<file path="src/ptsu_pkg.sv">
/*
 * Package for the pulse-per-second timing and status unit: register map,
 * field positions, reset values and timing counts.
 * Assumes a 100 MHz core clock; the reference clock enters as an enable.
 */
package ptsu_pkg;

    // ------------------------------------------------------------------
    // Timing
    // ------------------------------------------------------------------
    localparam int unsigned CORE_CLK_HZ      = 100_000_000;
    localparam int unsigned REF_CLK_HZ       = 10_000_000;
    localparam int unsigned CORE_PERIOD_NS   = 1_000_000_000 / CORE_CLK_HZ;
    localparam int unsigned STEP_NS          = 10;
    localparam int unsigned STEP_CYCLES      = (STEP_NS + CORE_PERIOD_NS - 1)
                                               / CORE_PERIOD_NS;
    localparam int unsigned SECOND_CYCLES    = CORE_CLK_HZ;
    localparam int unsigned WIDTH_DEF_US     = 20;
    localparam int unsigned WIDTH_DEF_CYCLES = WIDTH_DEF_US * 1000
                                               / CORE_PERIOD_NS;
    localparam int unsigned SEEN_TIMEOUT_MS  = 1100;
    localparam int unsigned SEEN_TIMEOUT_CYC = SEEN_TIMEOUT_MS
                                               * (CORE_CLK_HZ / 1000);
    localparam int unsigned TOL_NS           = 50;
    localparam int unsigned TOL_CYCLES       = TOL_NS / CORE_PERIOD_NS;

    // ------------------------------------------------------------------
    // Register byte offsets
    // ------------------------------------------------------------------
    localparam logic [7:0] OFS_CTRL     = 8'h00;
    localparam logic [7:0] OFS_OFFSET0  = 8'h04;
    localparam logic [7:0] OFS_OFFSET1  = 8'h08;
    localparam logic [7:0] OFS_WIDTH    = 8'h0c;
    localparam logic [7:0] OFS_STATUS   = 8'h10;
    localparam logic [7:0] OFS_IRQ_STAT = 8'h14;
    localparam logic [7:0] OFS_IRQ_CLR  = 8'h18;
    localparam logic [7:0] OFS_IRQ_EN   = 8'h1c;
    localparam logic [7:0] OFS_ALARM    = 8'h20;
    localparam logic [7:0] OFS_CONSOLE  = 8'h24;

    // ------------------------------------------------------------------
    // Fields
    // ------------------------------------------------------------------
    localparam int unsigned CTRL_SEL_BIT   = 0;
    localparam int unsigned CTRL_ACK_BIT   = 1;
    localparam int unsigned ST_SEEN_BIT    = 0;
    localparam int unsigned ST_LOCK_BIT    = 1;
    localparam int unsigned ST_ALARM_BIT   = 2;
    localparam int unsigned IRQ_PPS_BIT    = 0;
    localparam int unsigned IRQ_SEEN_BIT   = 1;
    localparam int unsigned IRQ_LOCK_BIT   = 2;
    localparam int unsigned IRQ_ALARM_BIT  = 3;
    localparam int unsigned IRQ_BITS       = 4;
    localparam int unsigned ALARM_BITS     = 8;

    // Console settings: rate code, data bits, parity, stop, flow
    localparam logic [1:0] BAUD_57600   = 2'h0;
    localparam logic [1:0] BAUD_230400  = 2'h1;
    localparam logic [1:0] BAUD_921600  = 2'h2;
    localparam logic [3:0] DATA_BITS    = 4'h8;
    localparam logic [1:0] STOP_BITS    = 2'h1;
    localparam logic [31:0] ERR_DATA    = 32'hdead_0bad;

    typedef struct packed {
        logic        sel;
        logic [31:0] offset0;
        logic [31:0] offset1;
        logic [31:0] width;
        logic [1:0]  baud;
    } ptsu_cfg_type;

endpackage

</file>
<file path="src/ptsu_top.sv">
/*
 * Pulse-per-second timing and status unit with an APB register slave.
 * Assumes the 10 MHz reference arrives as a core-synchronous enable pulse
 * and that both pps inputs and the lock and alarm causes are synchronous.
 */
module ptsu_top #(
    parameter int unsigned SECOND_CYC = ptsu_pkg::SECOND_CYCLES,
    parameter int unsigned TIMEOUT_CYC = ptsu_pkg::SEEN_TIMEOUT_CYC
) (
    // Clock and reset
    input  wire logic        core_clk_i,
    input  wire logic        rst_n_i,
    // Reference and pulse inputs
    input  wire logic        ref_tick_i,
    input  wire logic        pps_input_zero_i,
    input  wire logic        pps_input_one_i,
    // Status causes
    input  wire logic        osc_locked_i,
    input  wire logic [7:0]  alarm_cause_i,
    // APB slave
    input  wire logic        psel_i,
    input  wire logic        penable_i,
    input  wire logic        pwrite_i,
    input  wire logic [7:0]  paddr_i,
    input  wire logic [31:0] pwdata_i,
    output logic      [31:0] prdata_o,
    output logic             pready_o,
    output logic             pslverr_o,
    // Outputs
    output logic             ref_out_o,
    output logic             pps_output_o,
    output logic             lock_indicator_n_o,
    output logic             alarm_o,
    output logic             irq_o,
    output logic      [1:0]  console_baud_o
);

    // Elaboration check: the presence timeout must outlast one second
    if (SECOND_CYC < 1000 || TIMEOUT_CYC <= SECOND_CYC) begin : gen_bad_cfg
        $error("ptsu_top: bad second or timeout count");
    end

    // ------------------------------------------------------------------
    // Registers
    // ------------------------------------------------------------------
    ptsu_pkg::ptsu_cfg_type cfg;
    logic [3:0]  irq_stat;
    logic [3:0]  irq_en;
    logic [7:0]  alarm_bits;
    logic        alarm_held;
    logic        seen;
    logic        locked_q;
    logic        pps_sel_q;
    logic [31:0] sec_cnt;
    logic [31:0] wid_cnt;
    logic [31:0] gap_cnt;
    logic        ref_div;

    // ------------------------------------------------------------------
    // Bus decode
    // ------------------------------------------------------------------
    wire acc      = psel_i && penable_i;
    wire wr       = acc && pwrite_i;
    wire wr_ctrl  = wr && paddr_i == ptsu_pkg::OFS_CTRL;
    wire wr_off0  = wr && paddr_i == ptsu_pkg::OFS_OFFSET0;
    wire wr_off1  = wr && paddr_i == ptsu_pkg::OFS_OFFSET1;
    wire wr_width = wr && paddr_i == ptsu_pkg::OFS_WIDTH;
    wire wr_clr   = wr && paddr_i == ptsu_pkg::OFS_IRQ_CLR;
    wire wr_en    = wr && paddr_i == ptsu_pkg::OFS_IRQ_EN;
    wire wr_cons  = wr && paddr_i == ptsu_pkg::OFS_CONSOLE;
    wire ack_alm  = wr_ctrl && pwdata_i[ptsu_pkg::CTRL_ACK_BIT];
    wire baud_ok  = pwdata_i[1:0] != 2'h3;
    wire mapped   = paddr_i[1:0] == 2'h0 && paddr_i <= ptsu_pkg::OFS_CONSOLE;

    // Read mux, status words built from live state
    wire [31:0] status_word = {29'h0, alarm_held, locked_q, seen};
    wire [31:0] cons_word   = {22'h0, 1'b0, 1'b0, ptsu_pkg::STOP_BITS,
                               ptsu_pkg::DATA_BITS, cfg.baud};
    logic [31:0] rd_mux;
    always_comb begin
        unique case (paddr_i)
            ptsu_pkg::OFS_CTRL:     rd_mux = {31'h0, cfg.sel};
            ptsu_pkg::OFS_OFFSET0:  rd_mux = cfg.offset0;
            ptsu_pkg::OFS_OFFSET1:  rd_mux = cfg.offset1;
            ptsu_pkg::OFS_WIDTH:    rd_mux = cfg.width;
            ptsu_pkg::OFS_STATUS:   rd_mux = status_word;
            ptsu_pkg::OFS_IRQ_STAT: rd_mux = {28'h0, irq_stat};
            ptsu_pkg::OFS_IRQ_EN:   rd_mux = {28'h0, irq_en};
            ptsu_pkg::OFS_ALARM:    rd_mux = {24'h0, alarm_bits};
            ptsu_pkg::OFS_CONSOLE:  rd_mux = cons_word;
            default:                rd_mux = 32'h0;
        endcase
    end

    // Zero-wait slave: ready pulses in the access cycle
    always_ff @(posedge core_clk_i) begin
        if (!rst_n_i) begin
            pready_o  <= 1'b0;
            pslverr_o <= 1'b0;
            prdata_o  <= 32'h0;
        end else begin
            pready_o  <= psel_i && !penable_i;
            pslverr_o <= psel_i && !penable_i && !mapped;
            prdata_o  <= (psel_i && !penable_i && !pwrite_i) ?
                         (mapped ? rd_mux : ptsu_pkg::ERR_DATA) : 32'h0;
        end
    end

    // ------------------------------------------------------------------
    // Configuration writes
    // ------------------------------------------------------------------
    wire pps_edge_go;
    // Selection written only at a second boundary is not needed:
    // a change takes effect at once and restarts presence timing.
    always_ff @(posedge core_clk_i) begin
        if (!rst_n_i) begin
            cfg.sel     <= 1'b0;
            cfg.offset0 <= 32'h0;
            cfg.offset1 <= 32'h0;
            cfg.width   <= 32'(ptsu_pkg::WIDTH_DEF_CYCLES);
            cfg.baud    <= ptsu_pkg::BAUD_57600;
            irq_en      <= 4'h0;
        end else begin
            if (wr_ctrl)
                cfg.sel <= pwdata_i[ptsu_pkg::CTRL_SEL_BIT];
            if (wr_off0)
                cfg.offset0 <= pwdata_i;
            if (wr_off1)
                cfg.offset1 <= pwdata_i;
            if (wr_width && pwdata_i != 32'h0)
                cfg.width <= pwdata_i;
            if (wr_cons && baud_ok)
                cfg.baud <= pwdata_i[1:0];
            if (wr_en)
                irq_en <= pwdata_i[3:0];
        end
    end

    // ------------------------------------------------------------------
    // Input selection and presence detection
    // ------------------------------------------------------------------
    wire pps_in = cfg.sel ? pps_input_one_i : pps_input_zero_i;
    wire [31:0] act_offset = cfg.sel ? cfg.offset1 : cfg.offset0;
    wire pps_rise = pps_in && !pps_sel_q;
    wire sel_chg  = wr_ctrl && (pwdata_i[ptsu_pkg::CTRL_SEL_BIT] != cfg.sel);

    // Presence: edges no further apart than the timeout
    always_ff @(posedge core_clk_i) begin
        if (!rst_n_i) begin
            pps_sel_q <= 1'b0;
            gap_cnt   <= 32'h0;
            seen      <= 1'b0;
        end else begin
            pps_sel_q <= pps_in;
            if (sel_chg) begin
                gap_cnt <= 32'h0;
                seen    <= 1'b0;
            end else if (pps_rise) begin
                gap_cnt <= 32'h0;
                seen    <= 1'b1;
            end else if (gap_cnt >= TIMEOUT_CYC - 1) begin
                seen    <= 1'b0;
            end else begin
                gap_cnt <= gap_cnt + 32'h1;
            end
        end
    end

    // ------------------------------------------------------------------
    // Reference output and second divider
    // ------------------------------------------------------------------
    // Counter runs on core cycles; the core clock is locked to the
    // reference, so the output edge keeps its place against it.
    wire sec_wrap = sec_cnt >= SECOND_CYC - 1;
    wire [31:0] off_mod = act_offset % SECOND_CYC;
    assign pps_edge_go = sec_cnt == off_mod;
    always_ff @(posedge core_clk_i) begin
        if (!rst_n_i) begin
            ref_div <= 1'b0;
            sec_cnt <= 32'h0;
        end else begin
            if (ref_tick_i)
                ref_div <= !ref_div;
            sec_cnt <= sec_wrap ? 32'h0 : sec_cnt + 32'h1;
        end
    end

    // Pulse generation, width in 10 ns ticks
    always_ff @(posedge core_clk_i) begin
        if (!rst_n_i) begin
            pps_output_o <= 1'b0;
            wid_cnt      <= 32'h0;
        end else if (pps_edge_go) begin
            pps_output_o <= 1'b1;
            wid_cnt      <= cfg.width - 32'h1;
        end else if (wid_cnt != 32'h0) begin
            wid_cnt      <= wid_cnt - 32'h1;
        end else begin
            pps_output_o <= 1'b0;
        end
    end

    // ------------------------------------------------------------------
    // Lock, alarm and interrupts
    // ------------------------------------------------------------------
    wire [7:0] next_alarm_bits = (ack_alm ? 8'h0 : alarm_bits) | alarm_cause_i;
    wire lock_chg = osc_locked_i != locked_q;
    // Input event on every selected edge, which also refreshes presence unless a select change is written in the same cycle
    wire [3:0] irq_set = {|alarm_cause_i, lock_chg, pps_rise, pps_edge_go};
    wire [3:0] irq_keep = wr_clr ? (irq_stat & ~pwdata_i[3:0]) : irq_stat;

    always_ff @(posedge core_clk_i) begin
        if (!rst_n_i) begin
            locked_q   <= 1'b0;
            alarm_bits <= 8'h0;
            alarm_held <= 1'b0;
            irq_stat   <= 4'h0;
        end else begin
            locked_q   <= osc_locked_i;
            alarm_bits <= next_alarm_bits;
            alarm_held <= |next_alarm_bits;
            irq_stat   <= irq_keep | irq_set; // Set wins over clear
        end
    end

    // Registered outputs
    always_ff @(posedge core_clk_i) begin
        if (!rst_n_i) begin
            ref_out_o          <= 1'b0;
            lock_indicator_n_o <= 1'b1;
            alarm_o            <= 1'b0;
            irq_o              <= 1'b0;
            console_baud_o     <= ptsu_pkg::BAUD_57600;
        end else begin
            ref_out_o          <= ref_div;
            lock_indicator_n_o <= !locked_q;
            alarm_o            <= alarm_held;
            irq_o              <= |(irq_stat & irq_en);
            console_baud_o     <= cfg.baud;
        end
    end

endmodule

</file>
<file path="config.mk">
export PLATFORM = sky130hd
export DESIGN_NAME = ptsu_top
export DESIGN_NICKNAME = d
export VERILOG_FILES = /design/src/ptsu_pkg.sv /design/src/ptsu_top.sv
export SDC_FILE = /design/constraint.sdc
export NUM_CORES = 1
export LEC_CHECK = 0
export BUFFER_PORTS_ARGS = -buffer_cell sky130_fd_sc_hd__buf_4
export CORE_ASPECT_RATIO = 0.6
export CORE_MARGIN = 8
export CORE_UTILIZATION = 49
export CTS_BUF_LIST = sky130_fd_sc_hd__clkbuf_8
export DETAILED_ROUTE_END_ITERATION = 10
export GPL_ROUTABILITY_DRIVEN = 1
export PLACE_DENSITY = 0.66
export SLEW_MARGIN = 25
export SYNTH_ARGS = -nofsm -noshare
export SYNTH_HDL_FRONTEND = slang
export SYNTH_SLANG_ARGS = --single-unit
export TNS_END_PERCENT = 100
</file>
<file path="constraint.sdc">
create_clock -name core_clk_i -period 17.2 [get_ports core_clk_i]
set_clock_uncertainty 0.15 [all_clocks]
set_input_delay 0 -clock core_clk_i [delete_from_list [all_inputs] [get_ports core_clk_i]]
set_output_delay 0 -clock core_clk_i [all_outputs]
set_load 0.05 [all_outputs]
</file>
==> impl_metrics.py <==
metrics = {
    "placed_design": {
        "place_congestion": 0.9693,
        "hpwl_mm": 37.15,
        "dpl_cell_area_sq_mm": 0.01699,
        "place.port_buffers": 97,
    },
    "critical_path": {
        "largest_fanout_on_the_critical_path": 64,
        "endpoint": "wid_cnt[30]",
        "cp_data_arrival_time_ps": 13910,
        "critical-path-top-delay-family": "compound AO/OA/AOI/OAI gates",
        "timing.critical_path.slowest_stage_cell": "sky130_fd_sc_hd__dfxtp_2",
        "max_stage_delay_on_crit_path_ps": 850,
        "critPathLaunchType": "flop",
        "critPathBufInv": 1,
        "critPathRequiredTime_ps": 17540,
        "worst-r2r-cell-count": 36,
        "worst_setup_path_startpoint": "cfg[98]",
        "r2r-start": "cfg[98]",
        "setup.worst_path.class": "reg2reg",
        "reg2reg_slack_ps": 3630,
        "reg2reg_to": "wid_cnt[30]",
        "crit_end_element": "flop",
        "crit_cells": 36,
    },
    "routing": {
        "route.detailed.drc": 0,
        "avgRoutedWirePerCell_um": 19.67,
        "via_per_inst": 6.094,
        "antenna_left": 0,
        "vias": 15821,
        "drtPass1Iterations": 8,
        "totalWireLength_mm": 51.07,
        "drt-initial-drc-count": 1722,
    },
    "floorplanning": {
        "fp.dieW_um": 249.5,
        "io-pin-count": 98,
        "floorplan.initialDensity_pct": 49.55,
        "placeableCoreArea_sq_mm": 0.03235,
        "die_h_um": 156.1,
        "placement_rows": 51,
        "die_area_sq_mm": 0.03895,
    },
    "grt": {
        "grtUsageTotal_pct": 25.46,
        "number_of_antenna_violations_at_the_first_check_in_global_routing": 0,
        "grt_pass1_vias": 15078,
        "global_route.overflow_total": 0,
        "grt_pass1_wl_mm": 81.73,
        "grt_start_max_net_pins": 96,
    },
    "synth": {
        "post-synth-top-area-cell": "sky130_fd_sc_hd__dfxtp_1",
        "synth.ff_latch_count": 257,
        "synth_area_per_cell_sq_um": 7.992,
        "postSynthCellCount": 2006,
        "yosysTopAreaCellShare_pct": 32.09,
        "synth_ff_type": "sky130_fd_sc_hd__dfxtp_1",
        "synth_async_sr_flop_share_pct": 0,
        "synth.yosys.warnings": 0,
        "synth.lib_cells_used.distinct": 121,
        "synth_enable_flop_cells": 0,
        "mappedNetlistArea_sq_mm": 0.01603,
        "synth_area_leaders": "sky130_fd_sc_hd__dfxtp_1 (32%), sky130_fd_sc_hd__nand2_1 (6.6%), sky130_fd_sc_hd__nor2_1 (6.1%)",
        "synth.yosys.seq_area_share_pct": 32.09,
    },
    "layout": {
        "layout-drive-gt1-share_pct": 12.85,
        "antenna_cells": 0,
        "final_net_count": 2209,
        "layout.cell_area.non_filler_sq_mm": 0.01862,
        "syn2layout_area_growth_pct": 16.15,
    },
    "clocking": {
        "clkSinkCount": 257,
        "cts.clk_slew.worst_paths_ps": 70,
        "cts-root-buf": "sky130_fd_sc_hd__clkbuf_8",
        "htreeDepth": 2,
        "clk_latency_ps": 580,
        "cts_repair_resize_count": 0,
        "tritoncts.num_buffers": 41,
        "tritoncts_clock_tree": "built",
        "max-clock-path-buffers": 3,
    },
    "power": {
        "power.density_cell_area_mw_per_mm2": 77.40,
        "ir_drop_v": 0.00005582,
        "leakagePower_uw": 0.006668,
    },
    "sta": {
        "worst_slew_pin_slew_ps": 1035,
        "timing.max_slew.rel_slack_pct": 30.79,
        "fin_crit_sh_pct": 78.90,
        "finalWorstPathRequiredPeriod_ps": 13570,
        "fin_tns_setup_ps": 0,
        "timing_max_transition_violations_final": 0,
        "grt_setup_unrepaired": "no",
        "final-hold-violation-count": 0,
        "timing.final.setup_violations": 0,
        "clock.fmax_mhz": 73.69,
    },
    "run_status": {
        "status": "finished clean",
    },
    "job": {
        "cap_violations": 0,
    },
    "worst_hold_path": {
        "worst_hold_class": "in2reg",
    },
}
==> metal layers <==
layer / vias to the layer above / global-route usage, % / routed length, um
met5: - / 0 / 0
met4: 0 / 6.363 / 998
met3: 80 / 4.874 / 4342
met2: 646 / 37.29 / 21140
met1: 7490 / 37.71 / 24600
li1: 7605 / - / -
==> worst register-to-register path: cells and delay by family, from the launching register on <==
kind                     cells  cell delay, ps
AO/OA/AOI/OAI               18            5980
AND/OR/NAND/NOR             13            4640
buffers and inverters        1             360
flip-flops                   1             850
multiplexers                 2             870
adder cells (fa/ha/maj)      1             260
XOR/XNOR                     1             390
==> through the flow <==
stage | hold slack [ps] | cells | total power [uW] | util, % | setup slack (ps)
after global routing | 72.35 | 2596 | 1507 | 57.56 | 2480
final | 46.45 | 2596 | 1441 | 57.56 | 3629
after global placement | 65.65 | 2446 | 904.4 | 52.46 | 3599
after detailed placement | 74.10 | 2446 | 912.0 | 52.50 | 3207
after CTS | 74.60 | 2596 | 1445 | 57.50 | 3159
after floorplan | -32.57 | 2010 | 852.2 | - | 6161
==> power by group <==
part           internal [uW]  total (uW)  switching (uW)
Combinational            117         257             140
Clock                    268         521             253
Sequential               632         664            31.6
==> sequential cells by signal (all words and copies together), names as in the netlist <==
signal,flops
irq_stat,4
sec_cnt,32
pps_sel_q,1
irq_o,1
pready_o,1
prdata_o,32
gap_cnt,32
pslverr_o,1
alarm_o,1
console_baud_o,2
ref_div,1
ref_out_o,1
wid_cnt,32
seen,1
lock_indicator_n_o,1
locked_q,1
alarm_bits,8
cfg,99
pps_output_o,1
alarm_held,1
irq_en,4
==> how the worst min path moves through the flow <==
stage                     cells after the start       endpoint  slack (ps)             start
after floorplan                               2  alarm_bits[0]         -30  alarm_cause_i[0]
after global placement                        3  alarm_bits[6]          70  alarm_cause_i[6]
after detailed placement                      2       locked_q          70      osc_locked_i
after CTS                                     4         cfg[7]          70       pwdata_i[5]
after global routing                          4   prdata_o[25]          70        paddr_i[6]
final                                         4      pslverr_o          50        paddr_i[6]
==> cells in the final DEF (no fill, tap or decap), types with 10 or more instances in the layout <==
cell and n:
sky130_fd_sc_hd__nand3b_1 10, sky130_fd_sc_hd__clkbuf_8 48, sky130_fd_sc_hd__dfxtp_1 256, sky130_fd_sc_hd__a21oi_1 131, sky130_fd_sc_hd__buf_4 110, sky130_fd_sc_hd__nor2_1 256
sky130_fd_sc_hd__nor4_1 29, sky130_fd_sc_hd__inv_1 30, sky130_fd_sc_hd__and3_1 21, sky130_fd_sc_hd__nor3_1 50, sky130_fd_sc_hd__nand4_1 23, sky130_fd_sc_hd__or4_1 13
sky130_fd_sc_hd__a222oi_1 12, sky130_fd_sc_hd__a31oi_1 30, sky130_fd_sc_hd__o21ai_0 40, sky130_fd_sc_hd__or2_2 11, sky130_fd_sc_hd__a211oi_2 20, sky130_fd_sc_hd__xnor2_1 96
sky130_fd_sc_hd__a21o_1 11, sky130_fd_sc_hd__o21ai_1 17, sky130_fd_sc_hd__mux2_2 13, sky130_fd_sc_hd__mux2i_1 78, sky130_fd_sc_hd__nand3_1 61, sky130_fd_sc_hd__o211ai_1 17
sky130_fd_sc_hd__a211oi_1 14, sky130_fd_sc_hd__dlygate4sd3_1 84, sky130_fd_sc_hd__xor2_1 73, sky130_fd_sc_hd__nand2_1 283, sky130_fd_sc_hd__or3_1 25, sky130_fd_sc_hd__and2_1 19
sky130_fd_sc_hd__a22oi_1 29
==> cell families (layout without fill, tap and decap cells) <==
kind of cell / Yosys count / after routing / synth area share (%)
XOR/XNOR: 172 / 172 / 9.576
flip-flops: 257 / 257 / 32.09
other: 1 / 5 / 0.02339
AND/OR/NAND/NOR: 871 / 871 / 25.94
buffers and inverters: 119 / 281 / 3.348
adder cells (fa/ha/maj): 6 / 6 / 0.4215
multiplexers: 95 / 95 / 6.095
AO/OA/AOI/OAI: 485 / 485 / 22.50
==> cell type report <==
type | instances | area [sq um]
clock inverter | 18 | 116.4
sequential | 257 | 5146
tap | 424 | 530.5
inverter | 21 | 80.08
fill | 2930 | 13730
timing repair buffer | 194 | 1667
multi-input combinational | 1634 | 10420
clock buffer | 48 | 660.6
==> synthesized netlist by cell type (all sizes together), types with 8 or more instances <==
cell / count
a22oi: 30
xor2: 74
and2: 20
nor4: 33
nand3: 61
nand2b: 9
o22ai: 10
nand4: 24
or3: 28
o211ai: 19
nand2: 283
nor2: 259
and3: 22
o21a: 8
inv: 21
or2: 14
mux2i: 80
a222oi: 12
a31oi: 32
mux2: 15
a41oi: 8
a21oi: 137
clkbuf: 76
o2111ai: 8
buf: 22
a21o: 12
a211oi: 34
o21ai: 62
xnor2: 97
or4: 15
a311oi: 9
dfxtp: 257
nor3: 54
o31ai: 11
o311ai: 9
nand3b: 10
==> what timing repair did <==
action	CTS	global route
hold buffers	84	0
buffers inserted	0	0
hold endpoints to repair	165	0
No activity file was read; power rests on OpenSTA's default activity.
